### config.mk
export PLATFORM = sky130hd
export DESIGN_NAME = sbrg_rate_gen
export DESIGN_NICKNAME = d
export VERILOG_FILES = /design/src/sbrg_rate_gen.v
export VERILOG_INCLUDE_DIRS = /design/src
export SDC_FILE = /design/constraint.sdc
export NUM_CORES = 1
export LEC_CHECK = 0
export ABC_CLOCK_PERIOD_IN_PS = 6400
export BUFFER_PORTS_ARGS = -buffer_cell sky130_fd_sc_hd__clkbuf_2
export CORE_ASPECT_RATIO = 0.6
export CORE_UTILIZATION = 50
export DETAILED_ROUTE_END_ITERATION = 16
export PLACE_DENSITY = 0.82
export SLEW_MARGIN = 20
export SYNTH_ARGS = -nofsm -noshare
export SYNTH_HDL_FRONTEND = slang
export SYNTH_SLANG_ARGS = --single-unit
### constraint.sdc
create_clock -name clk -period 6.4 [get_ports clk]
set_input_delay 1.6 -clock clk [delete_from_list [all_inputs] [get_ports clk]]
set_output_delay 1.6 -clock clk [all_outputs]
set_load 0.005 [all_outputs]
### src/sbrg_defs.vh
// Purpose: Constants for the serial rate divider block.
// Assumes: APB byte addresses, one 32-bit word per register.
// Notes: Register values are 8 bits wide and sit in the low byte.
`ifndef SBRG_DEFS_VH
`define SBRG_DEFS_VH
`define SBRG_OFS_TXCTL 12'h000
`define SBRG_OFS_RXCTL 12'h004
`define SBRG_OFS_RATECTL 12'h008
`define SBRG_OFS_DIVHI 12'h00C
`define SBRG_OFS_DIVLO 12'h010
`define SBRG_OFS_STATUS 12'h014
`define SBRG_BIT_SYNC 4
`define SBRG_BIT_HSPEED 2
`define SBRG_BIT_TXIDLE 1
`define SBRG_BIT_SERIAL_PORT_ENABLE 7
`define SBRG_BIT_WIDE 3
`define SBRG_BIT_RXIDLE 6
`define SBRG_RST_TXCTL 8'h02
`define SBRG_RST_RXCTL 8'h00
`define SBRG_RST_RATECTL 8'h40
`define SBRG_RST_DIV 8'h00
`define SBRG_TXCTL_WMASK 8'hFD
`define SBRG_RXCTL_WMASK 8'hF8
`define SBRG_RATECTL_WMASK 8'h1B
`define SBRG_PRE_LOW 6'h3F
`define SBRG_PRE_HIGH 6'h0F
`define SBRG_PRE_SYNC 6'h03
`define SBRG_SAMPLES 3
`endif

### src/sbrg_rate_gen.v
// Purpose: Rate divider with APB registers and receive pin majority vote.
// Assumes: One 50 MHz clock; rx pin is asynchronous and synchronised here.
// Notes: Bit ticks drive the port's shift logic outside this block.
`include "sbrg_defs.vh"
`timescale 1ns/1ps
`default_nettype none
module sbrg_rate_gen (
    input wire clk,
    input wire rstn,
    input wire psel,
    input wire penable,
    input wire pwrite,
    input wire [11:0] paddr,
    input wire [31:0] pwdata,
    output reg [31:0] prdata,
    output reg pready,
    output reg pslverr,
    input wire rxPin,
    input wire txShiftEmpty,
    input wire rxIdle,
    output reg rateTick,
    output reg bitTick,
    output reg sampleTick,
    output reg rxBit,
    output reg portEnable
);
    reg [7:0] txCtl_r;
    reg [7:0] rxCtl_r;
    reg [7:0] rateCtl_r;
    reg [7:0] divHi_r;
    reg [7:0] divLo_r;
    reg [15:0] divCnt_r;
    reg [15:0] divCnt_nxt;
    reg [5:0] preCnt_r;
    reg [5:0] preCnt_nxt;
    reg [5:0] preMax;
    reg [15:0] divisor;
    reg divWrite_r;
    reg rxMeta_r;
    reg rxSync_r;
    reg [`SBRG_SAMPLES-1:0] samples_r;
    reg [1:0] sampleIdx_r;
    reg [31:0] rdData;
    reg rdHit;
    wire access;
    wire wrAccess;
    wire serial_port_enable;
    wire syncMode;
    wire wideMode;
    wire hiSpeed;
    wire preWrap;
    wire divWrap;

    // Decode a word address into a mapped flag
    function mapped;
        input [11:0] a;
        begin
            mapped = (a == `SBRG_OFS_TXCTL) || (a == `SBRG_OFS_RXCTL) || (a == `SBRG_OFS_RATECTL) ||
                     (a == `SBRG_OFS_DIVHI) || (a == `SBRG_OFS_DIVLO) || (a == `SBRG_OFS_STATUS);
        end
    endfunction

    assign access = psel && penable && pready;
    assign wrAccess = access && pwrite && mapped(paddr);
    assign serial_port_enable = rxCtl_r[`SBRG_BIT_SERIAL_PORT_ENABLE];
    assign syncMode = txCtl_r[`SBRG_BIT_SYNC];
    assign wideMode = rateCtl_r[`SBRG_BIT_WIDE];
    assign hiSpeed = txCtl_r[`SBRG_BIT_HSPEED];

    // APB: one wait state, answer in access phase second cycle
    always @(posedge clk) begin
        if (!rstn) begin
            pready <= 1'b0;
            pslverr <= 1'b0;
            prdata <= 32'h00000000;
        end else begin
            pready <= psel && penable && !pready;
            pslverr <= psel && penable && !pready && !mapped(paddr);
            if (psel && penable && !pready) begin
                prdata <= (pwrite || !rdHit) ? 32'h00000000 : rdData;
            end
        end
    end

    // Read mux; reserved bits read as zero
    always @* begin
        rdData = 32'h00000000;
        rdHit = 1'b1;
        case (paddr)
            `SBRG_OFS_TXCTL: begin
                rdData[7:0] = {txCtl_r[7:2], txShiftEmpty, txCtl_r[0]};
            end
            `SBRG_OFS_RXCTL: begin
                rdData[7:0] = rxCtl_r;
            end
            `SBRG_OFS_RATECTL: begin
                rdData[7:0] = {rateCtl_r[7], rxIdle, rateCtl_r[5:0]};
            end
            `SBRG_OFS_DIVHI: begin
                rdData[7:0] = divHi_r;
            end
            `SBRG_OFS_DIVLO: begin
                rdData[7:0] = divLo_r;
            end
            `SBRG_OFS_STATUS: begin
                rdData[7:0] = {5'h00, rxBit, bitTick, portEnable};
            end
            default: begin
                rdHit = 1'b0;
            end
        endcase
    end

    // Register writes take effect at the completing edge
    always @(posedge clk) begin
        if (!rstn) begin
            txCtl_r <= `SBRG_RST_TXCTL;
            rxCtl_r <= `SBRG_RST_RXCTL;
            rateCtl_r <= `SBRG_RST_RATECTL;
            divHi_r <= `SBRG_RST_DIV;
            divLo_r <= `SBRG_RST_DIV;
            divWrite_r <= 1'b0;
        end else begin
            divWrite_r <= 1'b0;
            if (wrAccess) begin
                case (paddr)
                    `SBRG_OFS_TXCTL: txCtl_r <= pwdata[7:0] & `SBRG_TXCTL_WMASK;
                    `SBRG_OFS_RXCTL: rxCtl_r <= pwdata[7:0] & `SBRG_RXCTL_WMASK;
                    `SBRG_OFS_RATECTL: rateCtl_r <= pwdata[7:0] & `SBRG_RATECTL_WMASK;
                    `SBRG_OFS_DIVHI: begin
                        divHi_r <= pwdata[7:0];
                        divWrite_r <= 1'b1;
                    end
                    `SBRG_OFS_DIVLO: begin
                        divLo_r <= pwdata[7:0];
                        divWrite_r <= 1'b1;
                    end
                    default: begin
                        divWrite_r <= 1'b0;
                    end
                endcase
            end
        end
    end

    // Prescale and divisor selection by mode
    always @* begin
        divisor = wideMode ? {divHi_r, divLo_r} : {8'h00, divLo_r};
        if (syncMode) begin
            preMax = `SBRG_PRE_SYNC;
        end else if (!wideMode && !hiSpeed) begin
            preMax = `SBRG_PRE_LOW;
        end else if (wideMode && hiSpeed) begin
            preMax = `SBRG_PRE_SYNC;
        end else begin
            preMax = `SBRG_PRE_HIGH;
        end
    end

    assign preWrap = (preCnt_r >= preMax);
    assign divWrap = (divCnt_r >= divisor);

    // Next counter values; system clock is the only time base
    always @* begin
        preCnt_nxt = preWrap ? 6'h00 : preCnt_r + 6'h01;
        divCnt_nxt = divCnt_r;
        if (preWrap) begin
            divCnt_nxt = divWrap ? 16'h0000 : divCnt_r + 16'h0001;
        end
    end

    // Divider counters, held while port disabled or restarted by a divisor write
    always @(posedge clk) begin
        if (!rstn || !serial_port_enable || divWrite_r) begin
            preCnt_r <= 6'h00;
            divCnt_r <= 16'h0000;
            rateTick <= 1'b0;
            bitTick <= 1'b0;
            sampleIdx_r <= 2'h0;
        end else begin
            preCnt_r <= preCnt_nxt;
            divCnt_r <= divCnt_nxt;
            rateTick <= preWrap;
            bitTick <= preWrap && divWrap;
            if (preWrap && divWrap) begin
                sampleIdx_r <= 2'h0;
            end else if (preWrap && sampleIdx_r != 2'h3) begin
                sampleIdx_r <= sampleIdx_r + 2'h1;
            end
        end
    end

    // Receive pin synchroniser
    always @(posedge clk) begin
        if (!rstn) begin
            rxMeta_r <= 1'b1;
            rxSync_r <= 1'b1;
        end else begin
            rxMeta_r <= rxPin;
            rxSync_r <= rxMeta_r;
        end
    end

    // Three samples on the first sub-ticks of each bit, then vote
    always @(posedge clk) begin
        if (!rstn || !serial_port_enable) begin
            samples_r <= 3'h7;
            rxBit <= 1'b1;
            sampleTick <= 1'b0;
            portEnable <= 1'b0;
        end else begin
            portEnable <= 1'b1;
            sampleTick <= preWrap && (sampleIdx_r < 2'h3) && !divWrite_r;
            if (preWrap && sampleIdx_r < 2'h3 && !divWrite_r) begin
                samples_r <= {samples_r[1:0], rxSync_r};
            end
            rxBit <= (samples_r[0] & samples_r[1]) | (samples_r[0] & samples_r[2]) |
                     (samples_r[1] & samples_r[2]);
        end
    end
endmodule // sbrg_rate_gen
`default_nettype wire

==> impl_summary.txt, run 1 <==
----------------------------------------------------
[Run status]
  Status ... complete, no violations

[Placed design]
  Final HPWL from detailed placement ... 7010 um
  Final estimated routing congestion in global placement ... around 0.86
  Post-DP Area ... approximately 4200 sq um
  Number of buffers inserted by port buffering ... 42

[Floorplan]
  Area of the die ... between 8000 and 9000 sq um
  Die X-Extent ... approximately 120 um
  Number of rows created at floorplan ... 24
  Initial cell density of the core ... 0.537
  I/O pin cnt ... 91
  Area of the core region ... approximately 7500 sq um
  DIE HEIGHT ... just over 70 um

[Clock network]
  Clock net sink count ... a little under 80
  Clock tree from TritonCTS ... built
  H-tree depth ... 3
  Number of gates resized after cts ... 0
  Clock transition at the registers of the reported paths ... ~60 ps
  CTS buffer count ... 9
  Cell chosen for the clock root ... clkbuf_16
  Hold_buf cts ... 0
  Buffer depth of the longest clock path ... 2
  Clock Latency Late Sink ... between 300 and 400 ps
  Post CTS Setup Buffer Count ... 0

[Worst setup path]
  Cell count of the worst reg-to-reg path ... 7
  Path type of the worst setup path ... input pin to register
  Largest driver fanout on the critical path ... 53
  Data required time at the worst endpoint ... 6690 ps
  Slowest cell on crit path ... clkbuf_2
  Buffering stage count on the worst path with inverters included ... 1
  Worst path arrival time ... between 3000 and 4000 ps
  Gate family responsible for the most delay along the worst path ... simple AND/OR/NAND/NOR gates
  Max incr delay on CP ... 680 ps
  List of cells traversed by the critical path ... clkbuf_2, and2_1, nand2_1, nor2_1, a22o_1
  Number of stages on the worst setup path ... 5
  Critical Path End Type ... register
  Critical path launch point type ... input pin

[Synth]
  Dominant cells by area after synthesis ... dfxtp_1 38%, mux2i_1 7.9%, ha_1 7.1%
  Number of distinct standard cells referenced by the synthesized netlist ... between 50 and 60
  Post-synthesis instance total ... between 400 and 500
  Share of Yosys cell area claimed by the top area cell type ... 0.381
  Dominant synthesized flop cell ... dfxtp_1
  Number of enable flip-flop cells after synthesis ... 0
  Average instance area after synthesis ... between 8 and 9 sq um
  Synth area leader ... dfxtp_1
  Post-synthesis instance area ... between 4000 and 5000 sq um
  Yosys warning count ... 0
  Seq/Total Area, Yosys ... 0.381
  Register bit total from synthesis ... slightly below 80
  Asr flop ratio synth ... 0

[STA]
  Total Neg Setup Slack ... 0 ps
  Top achievable clock speed ... 297 MHz
  Setup violators final ... 0
  Setup repair after global routing missed its margin ... false
  Number of hold-slack violations in the final timing report ... 0
  Worst Skew ... 5.39 ps
  Post-route fraction of the period consumed by the critical path ... 0.526
  Tightest hold margin ... approximately 420 ps
  Worst rel slew slack ... 0.396
  Final critical-path required period ... ~3400 ps
  Max Transition Viols Final ... 0
  Worst Tran Pin Value ... about 910 ps

[Global routing]
  Maximum number of pins on one net before global-route repair ... 54
  Overflow left after global routing ... 0
  GRT Total Usage ... 0.235
  Initial antenna violation count ... 0
  Number of global-route vias before repair ... 3076
  Wire length of the first global-routing pass ... about 15000 um

[Layout]
  Seq. cell area ... approximately 1500 sq um
  Final net count ... between 500 and 600
  Area of all placed cells without fillers ... ~4500 sq um
  Fraction of final layout cells with drive strength greater than 1 ... 0.142
  Fillcell total ... 642
  Diodes inserted ... 0
  Utilization after layout ... 0.595
  Area overhead of the layout relative to synthesis ... 10.8%
  Multi-input gate area ... about 2300 sq um

[Route]
  Number of antenna-violating nets in the routed design ... 0
  Number of DRC markers after the initial detailed-route iteration ... about 260
  Number of detailed-route iterations in the first pass ... 4
  Vias per cell ... ~5.5
  Vias ... roughly 3300
  Final Routed Wirelength ... ~9300 um
  Post-detailed-route wirelength per cell ... between 15 and 20 um
  Drt drc ... 0

[Power and ir drop]
  Power per unit of standard cell area ... about 230 nW/um^2
  Maximum VDD drop ... slightly above 0.2 mV
  Post-route total power ... about 1.0 mW
  Leak pwr ... between 1.5 and 2 nW

[Hold path]
  Min-Delay Path Class ... register to register
  Hold path depth ... 1

[Job]
  Max-cap violations ... 0

----------------------------------------------------
-- layer usage --
layer	routed length [um]	share of wire	global-route usage	vias to the layer above
li1	-	-	-	1610
met1	4370	0.47	0.324	1519
met2	3970	0.43	0.346	126
met3	829	0.089	0.0740	16
met4	178	0.019	0.0869	0
met5	0	0	0	-
-- final cells by class --
class	count	area share
well taps	104	0.0290
clock inverters	7	0.0142
repair buffers	43	0.0486
multi-input cells	338	0.504
inverters	12	0.0101
clock buffers	9	0.0503
flip-flops and latches	77	0.344
-- registers in the layout, indices dropped and copies added, names as in the netlist, 2 cells and up --
name,flops
rateCtl_r,4
rxCtl_r,5
divCnt_r,16
preCnt_r,6
divHi_r,8
divLo_r,8
txCtl_r,7
sampleIdx_r,2
prdata,8
samples_r,3
-- cell families after synthesis --
family	after synthesis	synth area share
xor gates and xnor gates	19	0.0411
adders and majority gates	23	0.0711
buffers and inverters	62	0.0857
muxes	33	0.0848
other	1	0.000927
DFF	77	0.381
AOI/OAI and AO/OA	76	0.125
and+or+nand+nor	163	0.210
-- per-stage QoR --
stage	cells	setup WS (ps)
finish	590	3030
global route	590	2780
CTS	590	3050
detailed placement	574	2680
global placement	574	2760
floorplan	477	3250
-- report_power, final --
part           switching [mW]  internal (mW)  total (mW)  leakage, nW
sequential           0.000417          0.480       0.481        0.621
clock                   0.222          0.273       0.495        0.144
combinational          0.0252         0.0140      0.0392         1.10
-- worst paths after layout --
path                                   start           to  slack [ps]
worst max-delay path                    rstn  divCnt_r[0]        3030
worst max register to register  rateCtl_r[3]  divCnt_r[5]        3490
worst min register to register      rxMeta_r     rxSync_r         420
worst min-delay path                rxMeta_r     rxSync_r         420
-- cells in the mapped netlist (3+ instances only) --
| cell | instances |
|---|---|
| nand2_1 | 43 |
| inv_1 | 12 |
| nor2_1 | 27 |
| xor2_1 | 17 |
| a21oi_1 | 11 |
| o21ai_0 | 27 |
| buf_2 | 4 |
| buf_4 | 24 |
| a31o_1 | 4 |
| and4_1 | 4 |
| o211ai_1 | 7 |
| nand3_1 | 17 |
| ha_1 | 23 |
| nand2b_1 | 3 |
| and2_1 | 6 |
| nor3_1 | 20 |
| o2111ai_1 | 7 |
| nand4_1 | 3 |
| nor2b_1 | 21 |
| nor4_1 | 3 |
| clkbuf_1 | 18 |
| mux2i_1 | 32 |
| a2bb2oi_1 | 7 |
| dfxtp_1 | 77 |
| and3_1 | 5 |
-- layout by cell type, fill, tap and decap left out, drive strengths merged, types with 2 or more instances in the layout --
cell type	Yosys	final
ha	23	23
nor3	20	20
nand2	43	43
conb	1	24
or4b	2	2
nand3	17	17
and4	4	4
or3b	2	2
a31o	5	5
o21ai	27	27
dfxtp	77	77
clkbuf	18	51
a21oi	11	11
nor2	27	27
mux2i	32	32
nand2b	3	3
nor4	4	4
and3	5	5
o211ai	7	7
xnor2	2	2
a31oi	2	2
o21a	2	2
a2bb2oi	7	7
nor2b	21	21
o2111ai	7	7
and2	6	6
inv	12	18
or3	2	2
xor2	17	17
nand4	4	4
No activity file was read; power rests on OpenSTA's default activity.
==> run 2: changes to the inputs <==
- ABC_CLOCK_PERIOD_IN_PS: 6400 -> 3200
- clock period: 6.4 -> 3.2 ns (I/O delays scaled with it)
==> impl_summary.txt, run 2 (same netlist as run 1, synthesis figures left out) <==
----------------------------------------------------
[Hold path]
  Hold path startpoint ... rxMeta_r
  Min-Delay Path Class ... register to register
  Min-Delay Endpoint ... rxSync_r
  Hold path depth ... 1 (unchanged)

[Global routing]
  Maximum number of pins on one net before global-route repair ... 53 (-1.9%)
  Wire length of the first global-routing pass ... 16000 um (+5.0%)
  Initial antenna violation count ... 0 (unchanged)
  Overflow left after global routing ... 0 (unchanged)
  Number of global-route vias before repair ... 3150 (+2.4%)
  GRT Total Usage ... 0.248 (+0.0129)

[Route]
  Number of DRC markers after the initial detailed-route iteration ... 353 (+38%)
  M1 WL ... 4510 um (+3.3%)
  Final Routed Wirelength ... 9930 um (+6.2%)
  Met3 wire length ... 892 um (+7.6%)
  Number of antenna-violating nets in the routed design ... 0 (unchanged)
  Amount of wire on met2 after detailed routing ... 4410 um (+11%)
  Post-detailed-route wirelength per cell ... 16.7 um (+5.7%)
  Top Metal Used ... met4
  Vias per cell ... 5.69 (+2.6%)
  Drt drc ... 0 (unchanged)
  Number of detailed-route iterations in the first pass ... 5 (+1)
  Vias ... 3373 (+3.1%)

[Worst setup path]
  Critical Path End Type ... register
  Largest driver fanout on the critical path ... 16 (-70%)
  Reg2reg setup slack ... 250 ps (-3240 ps)
  Path type of the worst setup path ... register to register
  Worst path arrival time ... 3140 ps (-520 ps)
  Critical path launch point type ... register
  Data required time at the worst endpoint ... 3390 ps (-3300 ps)
  FF-to-FF Start ... rateCtl_r[3]
  Cell count of the worst reg-to-reg path ... 7 (unchanged)
  Worst reg2reg endpoint ... divCnt_r[4]

[Layout]
  Most flops, register ... divCnt_r
  Final net count ... 559 (+0.54%)
  Number of flip-flops in the largest register ... 16 (unchanged)
  Highest-count cells in the layout ignoring fill and taps ... 77 x dfxtp_1, 43 x nand2_1, 42 x clkbuf_2
  Diodes inserted ... 0 (unchanged)
  Commonest non-fill, non-tap cell in the layout ... dfxtp_1
  Area overhead of the layout relative to synthesis ... 12.2%
  Cell Count, Final, Fillers Out ... 593 (+0.51%)
  Fraction of final layout cells with drive strength greater than 1 ... 0.147 (+0.00526)

[Clock network]
  Hold_buf cts ... 0 (unchanged)
  Number of gates resized after cts ... 0 (unchanged)
  CTS buffer count ... 9 (unchanged)
  Post CTS Setup Buffer Count ... 0 (unchanged)
  Clock Latency Late Sink ... 340 ps (about the same)
  Clock tree from TritonCTS ... built
  Cell chosen for the clock root ... clkbuf_16
  Clock net sink count ... 77 (unchanged)
  Buffer depth of the longest clock path ... 2 (unchanged)
  H-tree depth ... 3 (unchanged)
  Clock transition at the registers of the reported paths ... 60 ps (about the same)

[Power and ir drop]
  Maximum VDD drop ... 0.444 mV (+120%)
  Leak pwr ... 1.89 nW (+1.5%)
  Switch share ... 0.216 (-0.0286)
  Switching power ... 0.468 mW (+89%)
  Internal power ... 1.70 mW (+120%)
  Power per unit of standard cell area ... 478 nW/um^2 (+110%)
  Sequential fraction of design power ... 0.443 (-0.030)
  Share of power burned in combinational logic ... 0.037 (-0.002)
  Relative contribution of the clock network to total power ... 0.520 (+0.032)

[Placed design]
  Placed cell count ... 577 (+0.52%)
  Number of buffers inserted by port buffering ... 42 (unchanged)
  Final estimated routing congestion in global placement ... 0.835 (-2.8%)
  Final HPWL from detailed placement ... 7330 um (+4.6%)

[STA]
  Setup repair after global routing missed its margin ... false
  Max Transition Viols Final ... 0 (unchanged)
  Top achievable clock speed ... 339 MHz
  Post-route fraction of the period consumed by the critical path ... 0.922
  Setup violators final ... 0 (unchanged)
  Number of hold-slack violations in the final timing report ... 0 (unchanged)
  Total Neg Setup Slack ... 0 ps (unchanged)
  Worst rel slew slack ... 0.494 (+0.0984)
  Worst Skew ... 7.43 ps (+2.05 ps)
  Final critical-path required period ... 2950 ps
  Worst Tran Pin Value ... 757 ps (-149 ps)

[Job]
  Max-cap violations ... 0 (unchanged)

[Run status]
  Status ... complete, no violations

[Floorplan]
  I/O pin cnt ... 91 (unchanged)
  Area of the die ... 8470 sq um (unchanged)
  Area of the core region ... 7540 sq um (unchanged)
  Number of rows created at floorplan ... 24 (unchanged)
  DIE HEIGHT ... 71.7 um (unchanged)
  Initial cell density of the core ... 0.537 (unchanged)
  Die X-Extent ... 118 um (unchanged)

----------------------------------------------------
## run 2: cell count changes in the layout (fill, tap and decap cells not counted), sizes merged
cell,change
buf,+3
bufinv,+2
clkbuf,+1
clkinvlp,+1
inv,-4
## run 2: layer usage
layer | track usage | up-vias
li1 | - | 1616
met1 | 0.329 | 1611
met2 | 0.386 | 134
met3 | 0.0860 | 12
met4 | 0.0670 | 0
met5 | 0 | -
## run 2: area by class of cell
type / instances / area, sq um
clock buffers: 10 / 239
clock inverters: 6 / 93.8
fillers: 624 / 3000
inverters: 12 / 45.0
multi-input cells: 338 / 2250
flip-flops and latches: 77 / 1540
well taps: 104 / 130
repair buffers: 46 / 240
## run 2: worst max-delay path: stages, from the launching register on
cell	delay, ps
dfxtp_1	640
nand2_1	130
ha_1	340
nand4_1	160
or3_1	400
nor4_1	340
o41a_1	650
nor3_1	150
## run 2: stage by stage
stage / instance area [sq um] / power [mW] / worst slack (ps) / hold slack, ps / util
finish: 4540 / 2.17 / 248 / 412 / 0.602
global route: 4540 / 2.24 / 68.4 / 414 / 0.602
detailed placement: 4210 / 1.06 / 365 / 398 / 0.558
global placement: 4210 / 1.06 / 523 / 400 / 0.558
floorplan: 4130 / 1.05 / 779 / 386 / -
CTS: 4540 / 2.18 / 304 / 413 / 0.602
## run 2: worst max-delay path by stage
stage	start	endpoint	slack (ps)	depth (start not counted)
global route	rateCtl_r[3]	divCnt_r[4]	70	7
detailed placement	rateCtl_r[3]	divCnt_r[4]	370	7
global placement	rateCtl_r[3]	sampleIdx_r[1]	520	7
finish	rateCtl_r[3]	divCnt_r[4]	250	7
CTS	rateCtl_r[3]	divCnt_r[4]	300	7
floorplan	rateCtl_r[3]	divCnt_r[2]	780	9
## run 2: power groups by stage
stage	combinational [mW]	sequential [mW]	clock (mW)
after global placement	0.0750	0.983	0
after detailed placement	0.0764	0.983	0
final	0.0794	0.961	1.13
after global routing	0.0856	0.961	1.19
after CTS	0.0771	0.961	1.14
after floorplan	0.0651	0.983	0
